==> src/bas_port_map.vh <==
// constants of the bridge converter serial port: selects, widths, fields
`ifndef BAS_PORT_MAP_VH
`define BAS_PORT_MAP_VH

// register-select codes (comm write target shares code 0 with status read)
`define BAS_SEL_COMM     3'h0
`define BAS_SEL_STATUS   3'h0
`define BAS_SEL_DATA     3'h1
`define BAS_SEL_MODE     3'h2
`define BAS_SEL_FILTER   3'h3
`define BAS_SEL_DAC      3'h4
`define BAS_SEL_OFFSET   3'h5
`define BAS_SEL_GAIN     3'h6
`define BAS_SEL_NONE     3'h7

// register widths in bits
`define BAS_W_COMM       5'h08
`define BAS_W_STATUS     5'h08
`define BAS_W_DATA       5'h18
`define BAS_W_MODE       5'h10
`define BAS_W_FILTER     5'h18
`define BAS_W_DAC        5'h08
`define BAS_W_CAL        5'h18
`define BAS_W_NONE       5'h08

// communications register fields
`define BAS_COMM_RD_BIT  6
`define BAS_COMM_SEL_HI  2
`define BAS_COMM_SEL_LO  0

// mode register operating field and its codes
`define BAS_MODE_OP_HI   15
`define BAS_MODE_OP_LO   13
`define BAS_OP_IDLE      3'h0
`define BAS_OP_CONT      3'h1
`define BAS_OP_SINGLE    3'h2
`define BAS_OP_CAL_BIT   2

// reset values
`define BAS_RST_COMM     8'h00
`define BAS_RST_WORD     24'h000000

`endif

==> src/bas_regbank.v <==
// register bank holding the software-written configuration words
module bas_regbank #(
    parameter DW = 24,
    parameter AW = 3
) (
    // clock and reset
    input  wire          mclk,
    input  wire          rst_n,
    // write port
    input  wire          wrEn,
    input  wire [AW-1:0] wrAddr,
    input  wire [DW-1:0] wrData,
    // registered read port
    input  wire [AW-1:0] rdAddr,
    output reg  [DW-1:0] rdData
);
    reg     [DW-1:0] mem [0:(1<<AW)-1];
    integer          i;

    // no clock gating: contents stay as long as no write or reset arrives
    always @(posedge mclk) begin
        if (!rst_n) begin
            for (i = 0; i < (1<<AW); i = i + 1) begin
                mem[i] <= {DW{1'b0}};
            end
            rdData <= {DW{1'b0}};
        end else begin
            if (wrEn) begin
                mem[wrAddr] <= wrData;
            end
            rdData <= mem[rdAddr];
        end
    end
endmodule // bas_regbank

==> src/bas_port.v <==
// serial port, data-ready and standby control of the bridge converter
`include "bas_port_map.vh"

module bas_port #(
    parameter DW = 24
) (
    // clock and reset
    input  wire          mclk,
    input  wire          rst_n,
    // pins
    input  wire          standbyN,
    input  wire          csN,
    input  wire          sclk,
    input  wire          sdin,
    output reg           sdout,
    output reg           sdoutOe,
    output reg           rdyN,
    // conversion and calibration engine
    input  wire          updStart,
    input  wire          updDone,
    input  wire [DW-1:0] resultWord,
    input  wire          calDone,
    output reg           calStart,
    output reg  [2:0]    modeOp,
    output reg           analogEn
);
    localparam ST_COMM = 3'b001;
    localparam ST_WR   = 3'b010;
    localparam ST_RD   = 3'b100;

    function [4:0] regWidth;
        input [2:0] sel;
        begin
            case (sel)
                `BAS_SEL_STATUS: regWidth = `BAS_W_STATUS;
                `BAS_SEL_DATA:   regWidth = `BAS_W_DATA;
                `BAS_SEL_MODE:   regWidth = `BAS_W_MODE;
                `BAS_SEL_FILTER: regWidth = `BAS_W_FILTER;
                `BAS_SEL_DAC:    regWidth = `BAS_W_DAC;
                `BAS_SEL_OFFSET: regWidth = `BAS_W_CAL;
                `BAS_SEL_GAIN:   regWidth = `BAS_W_CAL;
                default:         regWidth = `BAS_W_NONE;
            endcase
        end
    endfunction

    function inBank;
        input [2:0] sel;
        begin
            inBank = (sel >= `BAS_SEL_MODE) && (sel <= `BAS_SEL_GAIN);
        end
    endfunction

    // two-flop synchronisers; only stage [1] is read by logic
    reg [1:0]    sclkSync_ff;
    reg [1:0]    csSync_ff;
    reg [1:0]    dinSync_ff;
    reg [1:0]    stbySync_ff;
    reg          sclkPrev_ff;

    reg [2:0]    phase_ff;
    reg [4:0]    bitCnt_ff;
    reg [DW-1:0] inShift_ff;
    reg [DW-1:0] outShift_ff;
    reg [7:0]    comm_ff;
    reg [1:0]    loadPend_ff;
    reg [DW-1:0] data_ff;
    reg          calBusy_ff;
    reg          wrEn_ff;
    reg [2:0]    wrAddr_ff;
    reg [DW-1:0] wrData_ff;

    wire [DW-1:0] bankRd;
    wire          sclkS   = sclkSync_ff[1];
    wire          dinS    = dinSync_ff[1];
    wire          awake   = stbySync_ff[1];
    wire          selAct  = awake & ~csSync_ff[1];
    wire          sRise   = selAct & sclkS & ~sclkPrev_ff;
    wire          sFall   = selAct & ~sclkS & sclkPrev_ff;
    wire [2:0]    sel     = comm_ff[`BAS_COMM_SEL_HI:`BAS_COMM_SEL_LO];
    wire [4:0]    curW    = (phase_ff == ST_COMM) ? `BAS_W_COMM
                                                  : regWidth(sel);
    wire [4:0]    cntInc  = bitCnt_ff + 5'h01;
    wire [DW-1:0] inWord  = {inShift_ff[DW-2:0], dinS};
    wire          wordEnd = sRise & (cntInc == curW);
    wire          convOn  = (modeOp == `BAS_OP_CONT) |
                            (modeOp == `BAS_OP_SINGLE);
    wire [2:0]    newOp   = inWord[`BAS_MODE_OP_HI:`BAS_MODE_OP_LO];
    wire          modeWr  = wordEnd & (phase_ff == ST_WR) &
                            (sel == `BAS_SEL_MODE);
    wire          calGo   = modeWr & newOp[`BAS_OP_CAL_BIT];
    wire          readEnd = wordEnd & (phase_ff == ST_RD) &
                            (sel == `BAS_SEL_DATA);
    wire          evUpdS  = awake & convOn & updStart;
    wire          evUpdD  = awake & convOn & updDone;
    wire          evCalD  = awake & calBusy_ff & calDone;
    wire [7:0]    status  = {rdyN, calBusy_ff, awake, modeOp, 2'h0};

    reg  [DW-1:0] rdWord;
    reg  [DW-1:0] rdAligned;
    reg           nxt_rdyN;

    always @* begin
        case (sel)
            `BAS_SEL_STATUS: rdWord = {{(DW-8){1'b0}}, status};
            `BAS_SEL_DATA:   rdWord = data_ff;
            `BAS_SEL_NONE:   rdWord = {DW{1'b0}};
            default:         rdWord = bankRd;
        endcase
        // left-align so the word's top bit leaves first
        rdAligned = rdWord << (`BAS_W_DATA - regWidth(sel));
    end

    // later lines win: a new result beats a finished read in one cycle
    always @* begin
        nxt_rdyN = rdyN;
        if (readEnd | evUpdS) begin
            nxt_rdyN = 1'b1;
        end
        if (evUpdD | evCalD) begin
            nxt_rdyN = 1'b0;
        end
        if (awake & calGo) begin
            nxt_rdyN = 1'b1;
        end
    end

    always @(posedge mclk) begin
        if (!rst_n) begin
            sclkSync_ff <= 2'h3;
            csSync_ff   <= 2'h3;
            dinSync_ff  <= 2'h0;
            stbySync_ff <= 2'h0;
            sclkPrev_ff <= 1'b1;
        end else begin
            sclkSync_ff <= {sclkSync_ff[0], sclk};
            csSync_ff   <= {csSync_ff[0], csN};
            dinSync_ff  <= {dinSync_ff[0], sdin};
            stbySync_ff <= {stbySync_ff[0], standbyN};
            sclkPrev_ff <= sclkS;
        end
    end

    always @(posedge mclk) begin
        if (!rst_n) begin
            phase_ff    <= ST_COMM;
            bitCnt_ff   <= 5'h00;
            inShift_ff  <= `BAS_RST_WORD;
            outShift_ff <= `BAS_RST_WORD;
            comm_ff     <= `BAS_RST_COMM;
            loadPend_ff <= 2'h0;
            data_ff     <= `BAS_RST_WORD;
            calBusy_ff  <= 1'b0;
            wrEn_ff     <= 1'b0;
            wrAddr_ff   <= 3'h0;
            wrData_ff   <= `BAS_RST_WORD;
            sdout       <= 1'b0;
            sdoutOe     <= 1'b0;
            rdyN        <= 1'b1;
            calStart    <= 1'b0;
            modeOp      <= `BAS_OP_IDLE;
            analogEn    <= 1'b0;
        end else begin
            analogEn <= awake;
            wrEn_ff  <= 1'b0;
            calStart <= 1'b0;
            sdout    <= outShift_ff[DW-1];
            sdoutOe  <= selAct;
            rdyN     <= nxt_rdyN;
            // standby: nothing below moves, so all state is kept
            if (awake) begin
                loadPend_ff <= {loadPend_ff[0], 1'b0};
                if (loadPend_ff[1]) begin
                    outShift_ff <= rdAligned;
                // the first fall of a read keeps the top bit on the pin,
                // otherwise the host would never see it
                end else if (sFall && phase_ff == ST_RD &&
                             bitCnt_ff != 5'h00) begin
                    outShift_ff <= {outShift_ff[DW-2:0], 1'b0};
                end
                if (evUpdD) begin
                    data_ff <= resultWord;
                end
                if (evCalD) begin
                    calBusy_ff <= 1'b0;
                end
                // chip select high drops a partial word; tied low never does
                if (csSync_ff[1]) begin
                    bitCnt_ff <= 5'h00;
                end else if (sRise) begin
                    inShift_ff <= inWord;
                    bitCnt_ff  <= wordEnd ? 5'h00 : cntInc;
                end
                if (wordEnd) begin
                    case (phase_ff)
                        ST_COMM: begin
                            comm_ff <= inWord[7:0];
                            if (inWord[`BAS_COMM_RD_BIT]) begin
                                phase_ff    <= ST_RD;
                                loadPend_ff <= 2'h1;
                            end else begin
                                phase_ff <= ST_WR;
                            end
                        end
                        ST_WR: begin
                            phase_ff <= ST_COMM;
                            if (sel == `BAS_SEL_COMM) begin
                                comm_ff <= inWord[7:0];
                            end
                            if (inBank(sel)) begin
                                wrEn_ff   <= 1'b1;
                                wrAddr_ff <= sel;
                                wrData_ff <= inWord;
                            end
                            if (modeWr) begin
                                modeOp     <= newOp;
                                calBusy_ff <= newOp[`BAS_OP_CAL_BIT];
                                calStart   <= calGo;
                            end
                        end
                        ST_RD: begin
                            phase_ff <= ST_COMM;
                        end
                        default: begin
                            phase_ff <= ST_COMM;
                        end
                    endcase
                end
            end
        end
    end

    bas_regbank #(
        .DW (DW),
        .AW (3)
    ) u_bank (
        .mclk   (mclk),
        .rst_n  (rst_n),
        .wrEn   (wrEn_ff),
        .wrAddr (wrAddr_ff),
        .wrData (wrData_ff),
        .rdAddr (sel),
        .rdData (bankRd)
    );
endmodule // bas_port

==> config.mk <==
export PLATFORM = sky130hd
export DESIGN_NAME = bas_port
export DESIGN_NICKNAME = d
export VERILOG_FILES = /design/src/bas_regbank.v /design/src/bas_port.v
export VERILOG_INCLUDE_DIRS = /design/src /design/src/src
export SDC_FILE = /design/constraint.sdc
export NUM_CORES = 1
export LEC_CHECK = 0
export ABC_CLOCK_PERIOD_IN_PS = 3300
export BUFFER_PORTS_ARGS = -buffer_cell sky130_fd_sc_hd__buf_2
export CAP_MARGIN = 0
export CORE_MARGIN = 3
export CORE_UTILIZATION = 40
export DETAILED_ROUTE_END_ITERATION = 10
export PLACE_DENSITY = 0.67
export SLEW_MARGIN = 20
export SYNTH_ARGS = -nofsm -noshare
export SYNTH_HDL_FRONTEND = slang
export SYNTH_SLANG_ARGS = --single-unit
==> constraint.sdc <==
create_clock -name mclk -period 3.3 [get_ports mclk]
set_clock_uncertainty 0.2 [all_clocks]
set_input_delay 0.165 -clock mclk [delete_from_list [all_inputs] [get_ports mclk]]
set_output_delay 0.165 -clock mclk [all_outputs]
set_load 0.01 [all_outputs]
**Yosys cells after proc, flatten, opt, wreduce, memory -nomap -nowiden**

Memory sizes are Yosys's and may differ from the RTL's. A register that Yosys moved wholly into a read port is not among the register bits.
Cells that the tools add are included.

- Input port bits: 33
- Bits in registers: 130
- ROM bits: 0
- Bits in writable memories: 192
- Memories kept: 1
- Word-level logic and storage cells: 117
- Latch bits: 0

- Divide/modulo/power cells: 0
- Eq/ne operators: 13
- Bitwise gates (word level): 24
- Muxes and demuxes: 29
- $add $sub $neg: 2
- Shift-type cells: 1
- $mul: 0
- Reductions and logical operators: 23
- Magnitude comparators: 2

Memory list:

| name | depth | width | rd ports | clocked after memory_dff | write ports | RTL line | source |
|---|---|---|---|---|---|---|---|
| u_bank.mem | 8 | 24 | 1 | 1 | 8 | bas_regbank.v:17 | `reg [DW-1:0] mem [0:(1<<AW)-1];` |

Operators by type and width:

| operator | number |
|---|---|
| $mux 24 | 3 |
| $pmux 24 s3 | 1 |
| $reduce_or 24->1 | 1 |
| $shl 24x5->24 | 1 |
| $mux 5 | 4 |
| $and 1x1->1 | 17 |
| $reduce_and 4->1 | 4 |
| $eq 3x2->1 const B | 4 |
| $eq 3x3->1 const B | 4 |
| $mux 1 | 12 |
| $mux 3 | 4 |
| $pmux 5 s2 | 1 |
| $eq 3x1->1 const B | 3 |
| $reduce_and 2->1 | 4 |
| $reduce_bool 2->1 | 4 |
| $mux 2 | 3 |
| $pmux 3 s2 | 1 |
| $add 5x1->5 const B | 1 |
| $eq 5x5->1 | 1 |
| $reduce_and 5->1 | 1 |
| $reduce_bool 5->1 | 1 |
| $sub 5x5->5 const A | 1 |
| $not 1->1 | 4 |
| $reduce_or 4->1 | 1 |
| other kinds (9) | 13 |

**Logic depth before layout (Yosys ltp)**

- Word-level depth: 11
- Gate-level depth with buffers: 8
- Gate-level depth less buffers: 7

**Modules after synthesis**

A second synthesis with hierarchy kept.

- Cells, all modules: 1318
- Area, all modules: 15516.1 um^2

By module, submodules not included:

| module | area an instance (um^2) | instances | cells each |
|---|---|---|---|
| bas_regbank | 9489.1 | 1 | 612 |
| bas_port | 6027.0 | 1 | 706 |

**Worst setup path after synthesis**

Ideal clock, no wire load.

- Path kind: input-to-reg
- From: input port rst_n
- To: memory u_bank.mem[7][0], enable pin
- Cell stages on the path: 3
- Arrival time: 2.403 ns
- Setup time: 0.438 ns
- Buffers on the path: 1
- Setup slack: 0.258 ns
- Required time: 2.662 ns
- Path through: clkbuf_1 -> nand3_1 -> o21ai_0

RTL lines:

| what | RTL line | source |
|---|---|---|
| start: declaration | bas_port.v:9 | `input wire rst_n,` |
| end: declaration | bas_regbank.v:17 |  |

**Worst setup path in the final report**

- From: register bitCnt_ff[0]
- To: register rdyN

- Cells in the longest elaborated chain, start to end: 8
- Elaborated cells between the ends (all ways): 12
- Those cells by class: add/sub: 1; eq/ne: 1; bitwise: 8; reduce/logical: 2

Ends and longest elaborated chain:

| what | RTL line | source |
|---|---|---|
| start: declaration | bas_port.v:62 | `reg [4:0] bitCnt_ff;` |
| start signal: assignment | bas_port.v:192 | `bitCnt_ff <= wordEnd ? 5'h00 : cntInc;` |
| $add 5x1->5 * | bas_port.v:83 | `wire [4:0] cntInc = bitCnt_ff + 5'h01;` |
| $eq 5x5->1 * | bas_port.v:85 | `wire wordEnd = sRise & (cntInc == curW);` |
| $and 1x1->1 * | bas_port.v:85 |  |
| $and 1x1->1 (2 in series) | bas_port.v:89 | `wire modeWr = wordEnd & (phase_ff == ST_WR) &` |
| $and 1x1->1 | bas_port.v:91 | `` wire calGo = modeWr & newOp[`BAS_OP_CAL_BIT]; `` |
| $and 1x1->1 | bas_port.v:123 | `if (awake & calGo) begin` |
| $reduce_or 2->1 (no line) | -- |  |
| end signal: assignment | bas_port.v:169 | `rdyN <= nxt_rdyN;` |
| end: declaration | bas_port.v:17 | `output reg rdyN,` |

Mark *: on every way between the ends. The rest lies on a longest branch, timed or not.
A chain may end at the register's enable or synchronous reset.

==> flow_summary_export.csv <==
group,metric,value,unit
clock_tree,ctsLongestPathBuffers,3,
die,core,36000,µm²
setup_path,crit_slowest_cell,"dlygate4sd3_1",
layout,area_growth,16.6,%
placement,dp_hpwl,21700,µm
sta,fin_crit_sh,82.8,%
yosys,synthDistinctLibCells,61,
setup_path,critical_path_depth,7,
power_and_ir_drop,p_sw_share,20.1,%
yosys,synthCells,1183,
die,pin_count,41,
yosys,synth_most_common_cell,"and2_1",
yosys,async_flop_share,0,%
power_and_ir_drop,internal_power,0.00739,W
sta,setup_viol,0,
yosys,syn-num-nets,1219,
setup_path,r2r_slack,0.57,ns
setup_path,crit_path_start_kind,"flop",
grt,grt_pass1_vias,9423,
grt,antenna_found_initial,0,
yosys,synthTopCellsByArea,"edfxtp_1, dfxtp_1, and2_1",
detailed_routing,vias,9293,
run_status,outcome,"completed",
die,start_util,41.1,%
layout,fin_nets,1299,
setup_path,path_cells,"ha_1 > nand3_1 > xor2_1 > xnor2_2 > or3_1 > o221ai_1 > dlygate4sd3_1",
layout,fin_cells,1754,
die,die_x,198,µm
grt,grt_pass1_wl,53700,µm
yosys,syn_area,14800,µm²
yosys,syn_area_per_cell,12.5,µm²
power_and_ir_drop,pwr-share-seq,51.0,%
layout,n_antenna_cell,0,
detailed_routing,routedWlPerCell,19.9,µm
setup_path,timing.rr.end,"rdyN",
sta,min_period,2.73,ns
yosys,ys_warn_count,0,
clock_tree,cts_made_buffers,38,
grt,grtUsageTotal,17.7,%
power_and_ir_drop,p_leak,5.97,nW
layout,multi_input_area,5640,µm²
power_and_ir_drop,p_sw,0.00185,W
setup_path,path_max_fanout,7,
clock_tree,htree_levels,2,
layout,drive_above_1_share,16.7,%
clock_tree,cts.reportedPaths.clkPinSlew,0.06,ns
sta,fmax,366,MHz
clock_tree,cts_resized,0,
setup_path,crit_buf_inv,1,
die,rows,69,
detailed_routing,dr.first_iter.drc_count,765,
yosys,ys_seq_area_share,59.8,%
setup_path,worstPathArrival,3.00,ns
power_and_ir_drop,clkPwrFrac,46.3,%
grt,grt_max_degree,52,
placement,port_buffers,40,
detailed_routing,postRouteWirelength,34800,µm
detailed_routing,ant_nets,0,
min_path,worstHoldStart,"updDone",
die,die_h,198,µm
yosys,synth_area_leader_cell,"edfxtp_1",
layout,fillers,3208,
detailed_routing,route.detailed.drc,0,
die,dieArea,39300,µm²
setup_path,crit_path_max_incr_delay,0.57,ns
clock_tree,insertion_delay,0.53,ns
placement,gp_congestion,0.785,
detailed_routing,via_per_inst,5.30,
placement,dp_cells,1648,
min_path,min-delay-path-class,"in2reg",
power_and_ir_drop,vdd_ir_drop_max,0.000328,V
sta,slew_viol_final,0,
grt,grt_overflow_total,0,
sta,rsz0062_at_grt,"false",
setup_path,worstSetupPathType,"reg2reg",
clock_tree,cts_sinks,346,
sta,hold_viol_final,0,
sta,fin_tns_setup,0,ns
job,max-cap-violations,0,
clock_tree,cts_root_buf,"clkbuf_16",
setup_path,worst_path_dominant_cell_family,"simple AND/OR/NAND/NOR gates",
sta,tightest_slew,0.958,ns
yosys,synth_ff_type,"edfxtp_1",
layout,post-route-cell-area,17300,µm²
setup_path,cp-end-kind,"flop",
setup_path,reg2reg_depth,7,
setup_path,endpoint,"rdyN",
sta,slew_headroom,35.9,%
detailed_routing,drt-pass1-iter-count,5,
placement,placed_area,15600,µm²
layout,seqCellArea,8850,µm²
setup_path,r2r_start,"bitCnt_ff[0]",
yosys,yosys-top-cells-count,"and2_1, edfxtp_1, dfxtp_1, nand2_1, mux2i_1",
yosys,ys_seq_elements,346,
yosys,synth-edff-count,192,
clock_tree,cts_tree,"done",
setup_path,critPathRequiredTime,3.57,ns
setup_path,crit_path_start,"bitCnt_ff[0]",
yosys,synth_top_area_share,39.0,%
power_and_ir_drop,p_comb_share,2.7,%
power_and_ir_drop,cellPowerDensity,536,nW/µm²
[worst reg2reg max path, delay by kind of cell (launching register included)]
kind                       cells  cell delay, ns
buffers and inverters          1            0.57
DFF                            1            0.39
AOI/OAI and AO/OA              1            0.16
xor gates and xnor gates       2            0.52
adders and majority gates      1            0.25
and+or+nand+nor                2            0.59
[stage by stage]
step	setup slack [ns]	power (W)	utilization [%]	hold slack, ns
2_1_floorplan	0.258	0.00492	-	0.0665
3_3_place_gp	0.823	0.00502	43.4	0.149
3_5_place_dp	0.758	0.00503	43.4	0.157
4_1_cts	0.588	0.00933	47.9	0.136
5_1_grt	0.424	0.00951	47.9	0.159
6_report	0.569	0.00925	47.9	0.152
[what timing repair did]
item | CTS | global route
buffers inserted | 0 | 0
hold buffers | 36 | 0
endpoints found under the setup margin | 0 | 0
endpoints found under the hold margin | 53 | 0
[how the worst min path moves through the flow]
stage	endpoint	slack (ns)	cells past startpoint
final	data_ff[5]	0.15	5
after global routing	data_ff[5]	0.16	5
after CTS	data_ff[5]	0.14	5
after detailed placement	sclkSync_ff[0]	0.16	2
after global placement	sclkSync_ff[0]	0.15	2
after floorplan	csSync_ff[0]	0.07	1
[power groups by stage]
stage / registers [W] / clock network [W] / logic [W]
6_report: 0.00472 / 0.00428 / 0.000248
5_1_grt: 0.00473 / 0.00452 / 0.000266
4_1_cts: 0.00472 / 0.00436 / 0.000250
3_5_place_dp: 0.00481 / 0 / 0.000217
3_3_place_gp: 0.00481 / 0 / 0.000214
2_1_floorplan: 0.00479 / 0 / 0.000126
[state kept, by name, summed over array words and instances (netlist names)]
| signal | count |
|---|---|
| calBusy_ff | 1 |
| sdout | 1 |
| comm_ff | 3 |
| outShift_ff | 24 |
| dinSync_ff | 2 |
| wrAddr_ff | 3 |
| phase_ff | 3 |
| u_bank.mem | 192 |
| calStart | 1 |
| sclkSync_ff | 2 |
| rdyN | 1 |
| data_ff | 24 |
| csSync_ff | 2 |
| wrEn_ff | 1 |
| sdoutOe | 1 |
| modeOp | 3 |
| stbySync_ff | 2 |
| sclkPrev_ff | 1 |
| wrData_ff | 24 |
| loadPend_ff | 2 |
| analogEn | 1 |
| inShift_ff | 23 |
| bitCnt_ff | 5 |
| u_bank.rdData | 24 |
[metal layers]
metal / GRT usage [%] / part of all wire, %
met1: 23.2 / 44
met2: 30.3 / 49
met3: 3.39 / 5.2
met4: 4.95 / 2.6
met5: 0 / 0
[kinds of logic after synthesis]
group / count (synthesis) / share of synthesized area, %
and+or+nand+nor: 467 / 17.0
DFF: 346 / 59.8
muxes: 154 / 14.7
AOI/OAI and AO/OA: 123 / 5.43
buffers and inverters: 84 / 2.39
xor gates and xnor gates: 6 / 0.457
adders and majority gates: 3 / 0.254
[placed cells by master (no fill, tap or decap), drive strengths merged, types with 13 or more instances in the layout]
cell,n
dlygate4sd3,36
dfxtp,154
a21oi,31
clkbuf,58
nand2b,15
mux4,50
nand2,120
edfxtp,192
o21ai,29
mux2i,101
nand3,28
buf,82
a22oi,13
and2,201
nor2,63
[layout make-up]
type,count,share of cell area (%)
flip-flops and latches,346,51.3
multi-input cells,753,32.7
clock buffers,58,6.60
repair buffers,118,5.16
well taps,461,3.34
clock inverters,12,0.783
inverters,6,0.130
Power figures use the tool's default switching activity.
